$ cat src/inc/dec_erase_params.svh
`ifndef DEC_ERASE_PARAMS_SVH
`define DEC_ERASE_PARAMS_SVH

// opcode match patterns (upper seven bits of the instruction word; erase matches the whole 16-bit word)
`define OPC_DEC_MEM      7'h07
`define OPC_DEC_ACC      7'h06
`define OPC_DECSNZ_MEM   7'h27
`define OPC_DECSNZ_ACC   7'h26
`define OPC_DECSZ_MEM    7'h17
`define OPC_DECSZ_ACC    7'h16
`define OPC_ERASE        16'h0003
`define OPC_MSB          15
`define OPC_LSB          9
`define ADDR_MSB         8
// register offsets over AXI4-Lite
`define REG_ACC          8'h00
`define REG_STATUS       8'h04
`define REG_ERASE_ADDR   8'h08
`define REG_EXT_CONFIG   8'h0C
`define REG_FLASH_TOP    8'h10
// field positions
`define ZERO_BIT         2
`define BUSY_BIT         0
// reset values
`define ACC_RST          8'h00
`define STATUS_RST       8'h00
`define FLASH_TOP_RST    8'hFF
`define ERASE_ADDR_RST   8'h00
// axi response codes
`define RESP_OKAY        2'b00
`define RESP_SLVERR      2'b10

`endif

$ cat src/inc/dec_erase_pkg.sv
`default_nettype none
package dec_erase_pkg;

  typedef enum logic [3:0] {
    ST_IDLE  = 4'b0001,
    ST_EXEC  = 4'b0010,
    ST_ANNUL = 4'b0100,
    ST_ERASE = 4'b1000
  } exec_state_e;

  // request to the flash controller
  typedef struct packed {
    logic       start;
    logic [7:0] block;
  } erase_req_s;

  // write back to the data-memory register file
  typedef struct packed {
    logic       we;
    logic [8:0] addr;
    logic [7:0] data;
  } mem_wr_s;

endpackage : dec_erase_pkg
`default_nettype wire

$ cat src/hdl/axil_regs.sv
`default_nettype none
`include "dec_erase_params.svh"
module axil_regs
  import dec_erase_pkg::*;
(
  // clocking
  input  wire logic        clk,
  input  wire logic        reset,
  input  wire logic        clk_en,
  // axi4-lite slave
  input  wire logic [7:0]  awaddr,
  input  wire logic        awvalid,
  output logic             awready,
  input  wire logic [31:0] wdata,
  input  wire logic [3:0]  wstrb,
  input  wire logic        wvalid,
  output logic             wready,
  output logic [1:0]       bresp,
  output logic             bvalid,
  input  wire logic        bready,
  input  wire logic [7:0]  araddr,
  input  wire logic        arvalid,
  output logic             arready,
  output logic [31:0]      rdata,
  output logic [1:0]       rresp,
  output logic             rvalid,
  input  wire logic        rready,
  // register side
  input  wire logic [7:0]  acc_in,
  input  wire logic [7:0]  status_in,
  input  wire logic        busy_in,
  output logic [7:0]       erase_addr_r,
  output logic [7:0]       flash_top_r
);

  logic       aw_held_r;
  logic       w_held_r;
  logic [7:0] aw_addr_r;
  logic [7:0] w_data_r;
  logic       w_lane0_r;

  function automatic logic mapped(input logic [7:0] a);
    mapped = (a == `REG_ACC) || (a == `REG_STATUS) ||
             (a == `REG_ERASE_ADDR) || (a == `REG_EXT_CONFIG) ||
             (a == `REG_FLASH_TOP);
  endfunction : mapped

  // write channel capture, either order
  always_ff @(posedge clk)
  begin
    if (reset)
    begin
      aw_held_r <= 1'b0;
      w_held_r  <= 1'b0;
      aw_addr_r <= 8'h00;
      w_data_r  <= 8'h00;
      w_lane0_r <= 1'b0;
      bvalid    <= 1'b0;
      bresp     <= `RESP_OKAY;
      awready   <= 1'b1;
      wready    <= 1'b1;
    end
    else if (clk_en)
    begin
      if (awvalid && awready)
      begin
        aw_held_r <= 1'b1;
        aw_addr_r <= awaddr;
        awready   <= 1'b0;
      end
      if (wvalid && wready)
      begin
        w_held_r  <= 1'b1;
        w_data_r  <= wdata[7:0];
        wready    <= 1'b0;
        w_lane0_r <= wstrb[0];
      end
      if (aw_held_r && w_held_r)
      begin
        aw_held_r <= 1'b0;
        w_held_r  <= 1'b0;
        bvalid    <= 1'b1;
        bresp     <= mapped(aw_addr_r) ? `RESP_OKAY : `RESP_SLVERR;
      end
      else if (bvalid && bready)
      begin
        // ready flags are flops, reopened once the response is taken
        bvalid  <= 1'b0;
        awready <= 1'b1;
        wready  <= 1'b1;
      end
    end
  end

  // writable registers
  always_ff @(posedge clk)
  begin
    if (reset)
    begin
      erase_addr_r <= `ERASE_ADDR_RST;
      flash_top_r  <= `FLASH_TOP_RST;
    end
    else if (clk_en && aw_held_r && w_held_r && w_lane0_r)
    begin
      if (aw_addr_r == `REG_ERASE_ADDR)
        erase_addr_r <= w_data_r;
      if (aw_addr_r == `REG_FLASH_TOP)
        flash_top_r <= w_data_r;
    end
  end

  // read channel
  always_ff @(posedge clk)
  begin
    if (reset)
    begin
      rvalid  <= 1'b0;
      arready <= 1'b1;
      rdata  <= 32'h0000_0000;
      rresp  <= `RESP_OKAY;
    end
    else if (clk_en)
    begin
      if (arvalid && arready)
      begin
        arready <= 1'b0;
        rvalid <= 1'b1;
        rresp  <= mapped(araddr) ? `RESP_OKAY : `RESP_SLVERR;
        case (araddr)
          `REG_ACC:        rdata <= {24'h000000, acc_in};
          `REG_STATUS:     rdata <= {24'h000000, status_in};
          `REG_ERASE_ADDR: rdata <= {24'h000000, erase_addr_r};
          `REG_EXT_CONFIG: rdata <= {31'h00000000, busy_in};
          `REG_FLASH_TOP:  rdata <= {24'h000000, flash_top_r};
          default:         rdata <= 32'h0000_0000;
        endcase
      end
      else if (rvalid && rready)
      begin
        rvalid  <= 1'b0;
        arready <= 1'b1;
      end
    end
  end

endmodule : axil_regs
`default_nettype wire

$ cat src/hdl/dec_erase_exec.sv
// Chosen here: the AXI4-Lite slave port and the placing of the registers.
`default_nettype none
`include "dec_erase_params.svh"
module dec_erase_exec
  import dec_erase_pkg::*;
(
  // clocking
  input  wire logic        clk,
  input  wire logic        reset,
  input  wire logic        clk_en,
  // instruction stream
  input  wire logic [15:0] instr,
  input  wire logic        instr_valid,
  input  wire logic [7:0]  file_register_operand,
  // results to the core
  output mem_wr_s          mem_wr_r,
  output logic             annul_r,
  output logic             retire_r,
  output logic             fetch_from_flash_ok_r,
  // flash controller
  output erase_req_s       erase_req_r,
  input  wire logic        erase_done,
  // axi4-lite slave
  input  wire logic [7:0]  awaddr,
  input  wire logic        awvalid,
  output logic             awready,
  input  wire logic [31:0] wdata,
  input  wire logic [3:0]  wstrb,
  input  wire logic        wvalid,
  output logic             wready,
  output logic [1:0]       bresp,
  output logic             bvalid,
  input  wire logic        bready,
  input  wire logic [7:0]  araddr,
  input  wire logic        arvalid,
  output logic             arready,
  output logic [31:0]      rdata,
  output logic [1:0]       rresp,
  output logic             rvalid,
  input  wire logic        rready
);

  logic [7:0]  acc_r;
  logic [7:0]  status_r;
  logic        flash_busy_flag;
  logic [7:0]  erase_addr_r;
  logic [7:0]  flash_top_r;
  logic        annul_pend_r;
  exec_state_e state_r;
  exec_state_e state_nxt;

  logic [6:0]  opc;
  logic [7:0]  dec_val;
  logic        is_mem_dst;
  logic        is_acc_dst;
  logic        is_snz;
  logic        is_sz;
  logic        is_plain;
  logic        is_erase;
  logic        skip_take;
  logic        go;

  function automatic logic [7:0] dec8(input logic [7:0] v);
    dec8 = v - 8'h01;
  endfunction : dec8

  axil_regs u_regs (
    .clk          (clk),
    .reset        (reset),
    .clk_en       (clk_en),
    .awaddr       (awaddr),
    .awvalid      (awvalid),
    .awready      (awready),
    .wdata        (wdata),
    .wstrb        (wstrb),
    .wvalid       (wvalid),
    .wready       (wready),
    .bresp        (bresp),
    .bvalid       (bvalid),
    .bready       (bready),
    .araddr       (araddr),
    .arvalid      (arvalid),
    .arready      (arready),
    .rdata        (rdata),
    .rresp        (rresp),
    .rvalid       (rvalid),
    .rready       (rready),
    .acc_in       (acc_r),
    .status_in    (status_r),
    .busy_in      (flash_busy_flag),
    .erase_addr_r (erase_addr_r),
    .flash_top_r  (flash_top_r)
  );

  // opcode decode
  always_comb
  begin
    opc        = instr[`OPC_MSB:`OPC_LSB];
    dec_val    = dec8(file_register_operand);
    go         = clk_en && instr_valid && !annul_pend_r;
    is_mem_dst = (opc == `OPC_DEC_MEM) || (opc == `OPC_DECSNZ_MEM) ||
                 (opc == `OPC_DECSZ_MEM);
    is_acc_dst = (opc == `OPC_DEC_ACC) || (opc == `OPC_DECSNZ_ACC) ||
                 (opc == `OPC_DECSZ_ACC);
    is_snz     = (opc == `OPC_DECSNZ_MEM) || (opc == `OPC_DECSNZ_ACC);
    is_sz      = (opc == `OPC_DECSZ_MEM) || (opc == `OPC_DECSZ_ACC);
    is_plain   = (opc == `OPC_DEC_MEM) || (opc == `OPC_DEC_ACC);
    is_erase   = (instr == `OPC_ERASE);
    skip_take  = (is_snz && (dec_val != 8'h00)) ||
                 (is_sz && (dec_val == 8'h00));
  end

  // sequencer
  always_comb
  begin
    state_nxt = state_r;
    case (state_r)
      ST_IDLE, ST_EXEC, ST_ANNUL, ST_ERASE:
      begin
        if (!go)
          state_nxt = annul_pend_r && clk_en && instr_valid ? ST_ANNUL
                                                            : ST_IDLE;
        else if (is_erase)
          state_nxt = ST_ERASE;
        else
          state_nxt = ST_EXEC;
      end
      default: state_nxt = ST_IDLE;
    endcase
  end

  always_ff @(posedge clk)
  begin
    if (reset)
      state_r <= ST_IDLE;
    else if (clk_en)
      state_r <= state_nxt;
  end

  // skip: annul the already-fetched successor
  always_ff @(posedge clk)
  begin
    if (reset)
    begin
      annul_pend_r <= 1'b0;
      annul_r      <= 1'b0;
    end
    else if (clk_en)
    begin
      if (annul_pend_r && instr_valid)
      begin
        annul_pend_r <= 1'b0;
        annul_r      <= 1'b1;
      end
      else
      begin
        annul_r <= 1'b0;
        if (go && skip_take)
          annul_pend_r <= 1'b1;
      end
    end
  end

  // data-memory write back
  always_ff @(posedge clk)
  begin
    if (reset)
      mem_wr_r <= '0;
    else if (clk_en)
    begin
      mem_wr_r.we   <= go && is_mem_dst;
      mem_wr_r.addr <= instr[`ADDR_MSB:0];
      mem_wr_r.data <= dec_val;
    end
  end

  // accumulator and zero flag
  always_ff @(posedge clk)
  begin
    if (reset)
    begin
      acc_r    <= `ACC_RST;
      status_r <= `STATUS_RST;
    end
    else if (go)
    begin
      if (is_acc_dst)
        acc_r <= dec_val;
      if (is_plain)
        status_r[`ZERO_BIT] <= (dec_val == 8'h00);
    end
  end

  // retire pulse, one per executed instruction
  always_ff @(posedge clk)
  begin
    if (reset)
      retire_r <= 1'b0;
    else if (clk_en)
      retire_r <= go && (is_mem_dst || is_acc_dst || is_erase);
  end

  // erase request and busy flag
  always_ff @(posedge clk)
  begin
    if (reset)
    begin
      erase_req_r     <= '0;
      flash_busy_flag <= 1'b0;
    end
    else if (clk_en)
    begin
      erase_req_r.start <= 1'b0;
      if (go && is_erase && !flash_busy_flag)
      begin
        erase_req_r.block <= erase_addr_r;
        if (erase_addr_r <= flash_top_r)
        begin
          erase_req_r.start <= 1'b1;
          flash_busy_flag   <= 1'b1;
        end
      end
      else if (erase_done)
        flash_busy_flag <= 1'b0;
    end
  end

  // flash fetch gate
  always_ff @(posedge clk)
  begin
    if (reset)
      fetch_from_flash_ok_r <= 1'b1;
    else if (clk_en)
      fetch_from_flash_ok_r <= !(flash_busy_flag && !erase_done) &&
                               !(go && is_erase);
  end
endmodule : dec_erase_exec
`default_nettype wire

$ cat config.mk
export PLATFORM = sky130hd
export DESIGN_NAME = dec_erase_exec
export DESIGN_NICKNAME = d
export VERILOG_FILES = /design/src/inc/dec_erase_pkg.sv /design/src/hdl/axil_regs.sv /design/src/hdl/dec_erase_exec.sv
export VERILOG_INCLUDE_DIRS = /design/src /design/src/inc
export SDC_FILE = /design/constraint.sdc
export NUM_CORES = 1
export LEC_CHECK = 0
export BUFFER_PORTS_ARGS = -buffer_cell sky130_fd_sc_hd__buf_2
export CAP_MARGIN = 20
export CORE_UTILIZATION = 53
export CTS_BUF_LIST = sky130_fd_sc_hd__clkbuf_16
export CTS_CLUSTER_DIAMETER = 80
export DETAILED_ROUTE_END_ITERATION = 16
export PLACE_DENSITY = 0.85
export SLEW_MARGIN = 40
export SYNTH_ARGS = -nofsm -noshare
export SYNTH_HDL_FRONTEND = slang
export SYNTH_SLANG_ARGS = --single-unit
$ cat constraint.sdc
create_clock -name clk -period 3.2 [get_ports clk]
set_input_delay 0.16 -clock clk [delete_from_list [all_inputs] [get_ports clk]]
set_output_delay 0.16 -clock clk [all_outputs]
set_load 0.05 [all_outputs]
==> run_results.csv <==
group,metric,value,unit
power_and_ir_drop,pwr-share-comb,13.5,%
place,pre_cts_ws,1.04,ns
yosys,yosys_warnings,0,
layout,final_nets,682,
critical_path,rr_endpoint,"u_regs.flash_top_r[4]$_SDFFE_PP1P_",
timing,layout_setup_ws,1.06,ns
layout,post-route-util,64.5,%
hold_path,holdPathStages,3,
timing,hold_viol_final,0,
detailed_routing,vias,3718,
yosys,synthDistinctLibCells,48,
cts,hold_buffers,0,
floorplan,initial_utilization,54.7,%
cts,clock-sinks,91,
yosys,syn_avg_cell_area,8.54,µm²
timing,clock.fmax,467,MHz
cts,cts_max_level,3,
floorplan,row_count,32,
place,gp_congestion,0.810,
power_and_ir_drop,internal_power,0.00178,W
place,dp_hpwl,6.81,mm
power_and_ir_drop,p_clk_share,39.3,%
layout,syn_to_final_growth,18.0,%
cts,clockRootBuffer,"clkbuf_16",
layout,stdcell_area,0.00496,mm²
critical_path,startpoint,"u_regs.aw_addr_r[1]$_SDFFE_PP0P_",
timing,maxSlewViolCount,0,
cts,clock_latency,0.34,ns
global_route,gr-total-overflow,0,
floorplan,coreArea,0.00769,mm²
floorplan,dieArea,0.00829,mm²
timing,setup_viol,0,
critical_path,r2r_start,"u_regs.aw_addr_r[1]$_SDFFE_PP0P_",
critical_path,reg2reg_slack,1.06,ns
layout,drive_gt1_share,21.7,%
layout,num_antenna_cells,0,
yosys,synthCells,492,
critical_path,crit_type,"flop to flop",
critical_path,cp.buffers_inverters,0,
critical_path,cp_max_fo,16,
floorplan,dieHeight,91.1,µm
timing,finalCritPeriodShare,66.9,%
cts,postCtsSetupRepairBufs,0,
critical_path,cp.depth,4,
detailed_routing,vias_per_cell,5.37,
yosys,muxShareOfSynthArea,8.57,%
global_route,track_usage,23.1,%
floorplan,fp.dieW,91.1,µm
timing,slew_headroom,51.2,%
cts,cts.reportedPaths.clkPinSlew,0.07,ns
hold_path,hp-class,"input pin to flop",
critical_path,cpLargestDelayFamily,"simple AND/OR/NAND/NOR gates",
cts,cts_tree,"yes",
yosys,synth_seq_cells,91,
timing,final.min_clock_period,2.14,ns
critical_path,endpoint,"u_regs.flash_top_r[4]$_SDFFE_PP1P_",
outcome,outcome,"finished, final reports clean",
power_and_ir_drop,power_density,506,mW/mm²
detailed_routing,firstDrtPassIters,4,
detailed_routing,antenna_left,0,
yosys,synth-edff-count,0,
detailed_routing,drtIter0Drc,144,
critical_path,crit_path_top_delay_cell,"or4_1",
yosys,ys.flop_type,"dfxtp_1",
detailed_routing,avgRoutedWirePerCell,13.6,µm
power_and_ir_drop,switchingPower,0.000728,W
timing,rsz0062_at_grt,"no",
yosys,synthArstFlopShare,0,%
global_route,grt_max_degree,62,
global_route,first_global_vias,3556,
yosys,synth-xor-area-share,1.04,%
critical_path,crit_path_end_kind,"flop",
yosys,synth_top_family_by_area,"simple AND/OR/NAND/NOR gates",
cts,cts_buffers,9,
critical_path,worst_r2r_path_depth,4,
place,placed_cell_area,0.00468,mm²
detailed_routing,drc,0,
yosys,yosys.area_share.adder,2.98,%
timing,fin_skew,0.00695,ns
yosys,yosys.area_share.simple,20.5,%
critical_path,slowest_delay,0.55,ns
yosys,synth-compound-area-share,14.5,%
power_and_ir_drop,swShare,29.0,%
place,port_buffers,103,
run,cap_violations,0,
floorplan,io_pins,157,
critical_path,cp-start-kind,"flop",
global_route,grt_first_pass_wirelength,15.6,mm
cts,clock_path_buffers,2,
cts,ctsResizeCount,0,
yosys,synth_area,0.00420,mm²
detailed_routing,finalWirelength,9.38,mm
timing,tightestPinTransition,0.730,ns
critical_path,worst_ep_required_time,3.43,ns
yosys,ys_seq_area_share,43.3,%
power_and_ir_drop,ir_drop,0.352,mV
power_and_ir_drop,seqPwrFrac,47.2,%
critical_path,worstPathArrival,2.37,ns
global_route,antenna_found_initial,0,
power_and_ir_drop,finalPower,0.00251,W
power_and_ir_drop,p_leak,2.27,nW
critical_path,path_cells,"or4_1 -> and4bb_2 -> nand3b_1 -> a211o_1",
timing,setup_tns,0,ns
synthesized netlist by cell type (all sizes together), types with 3 or more instances:
master	n	area (µm²)
xor2	4	35.0
clkbuf	19	71.3
a21oi	35	175
a2bb2oi	3	26.3
ha	10	125
and3	4	25.0
mux2i	36	360
or4	3	22.5
nor4	6	52.6
buf	30	214
o21ai	11	55.1
a21o	7	52.6
nand2	63	239
nor2	62	233
nand2b	7	43.8
nand3	9	45.0
nand3b	7	52.6
nor2b	5	31.3
dfxtp	91	1820
a22oi	7	52.6
a211oi	8	65.1
o41ai	3	26.3
a211o	9	78.8
nor3	9	45.0
inv	25	93.8
per-layer routing:
layer,up-vias,share of wire [%],track usage [%]
met1,1757,44,27.9
met3,20,5.5,5.03
met2,118,49,39.0
li1,1823,-,-
met4,0,2.2,10.7
met5,-,0,0
registers in the layout, summed over array words and instances, names as in the netlist, 8 cells and up:
name	cells
u_regs.flash_top_r	8
u_regs.w_data_r	8
u_regs.rdata	8
mem_wr_r	18
erase_req_r	9
acc_r	8
u_regs.aw_addr_r	8
u_regs.erase_addr_r	8
cells by family after synthesis:
group / count (synthesis)
other cells: 1
compound gates: 92
simple gates: 183
flops: 91
xor+xnor: 5
mux: 36
buf+inv: 74
fa+ha+maj: 10
how the worst min path moves through the flow:
| stage | start | to |
|---|---|---|
| detailed placement | awaddr[7] | u_regs.aw_addr_r[7]$_SDFFE_PP0P_ |
| global placement | awaddr[5] | u_regs.aw_addr_r[5]$_SDFFE_PP0P_ |
| floorplan | file_register_operand[0] | mem_wr_r[0]$_SDFFE_PP0P_ |
| CTS | awaddr[7] | u_regs.aw_addr_r[7]$_SDFFE_PP0P_ |
| global route | awaddr[7] | u_regs.aw_addr_r[7]$_SDFFE_PP0P_ |
| finish | awaddr[7] | u_regs.aw_addr_r[7]$_SDFFE_PP0P_ |
tightest hold or removal path, cell delays in order:
cell and delay [ns]:
buf_2 0.09, nand2_1 0.04, a21oi_1 0.05
layout by cell type, fill, tap and decap left out, drive strengths merged, types with 5 or more instances in the layout:
master / n
a21o: 7
a21oi: 35
dfxtp: 91
a22oi: 7
nor3: 9
conb: 26
nand2: 63
inv: 27
nor2b: 5
nand2b: 7
ha: 10
mux2i: 36
nand3b: 7
nand3: 9
a211o: 9
a211oi: 8
nor2: 62
clkbuf: 9
o21ai: 11
nor4: 6
buf: 107
through the flow:
stage               instances  hold WS [ns]
floorplan                 517         0.260
global placement          676         0.405
detailed placement        676         0.407
CTS                       691        0.0468
global route              692        0.0558
finish                    692        0.0533
layout make-up:
cell class | count | area, µm²
fillers | 650 | 2730
clock inverters | 6 | 48.8
flip-flops and latches | 91 | 1820
inverters | 25 | 93.8
multi-input cells | 352 | 2100
repair buffers | 107 | 548
clock buffers | 9 | 225
well taps | 102 | 128
power by group through the flow:
stage / Combinational (W) / Clock [W] / Sequential (W)
CTS: 0.000338 / 0.000993 / 0.00118
detailed placement: 0.000337 / 0 / 0.00121
floorplan: 0.000205 / 0 / 0.00127
finish: 0.000339 / 0.000987 / 0.00118
global placement: 0.000329 / 0 / 0.00121
global route: 0.000362 / 0.00104 / 0.00119
No activity file was read; power rests on OpenSTA's default activity.
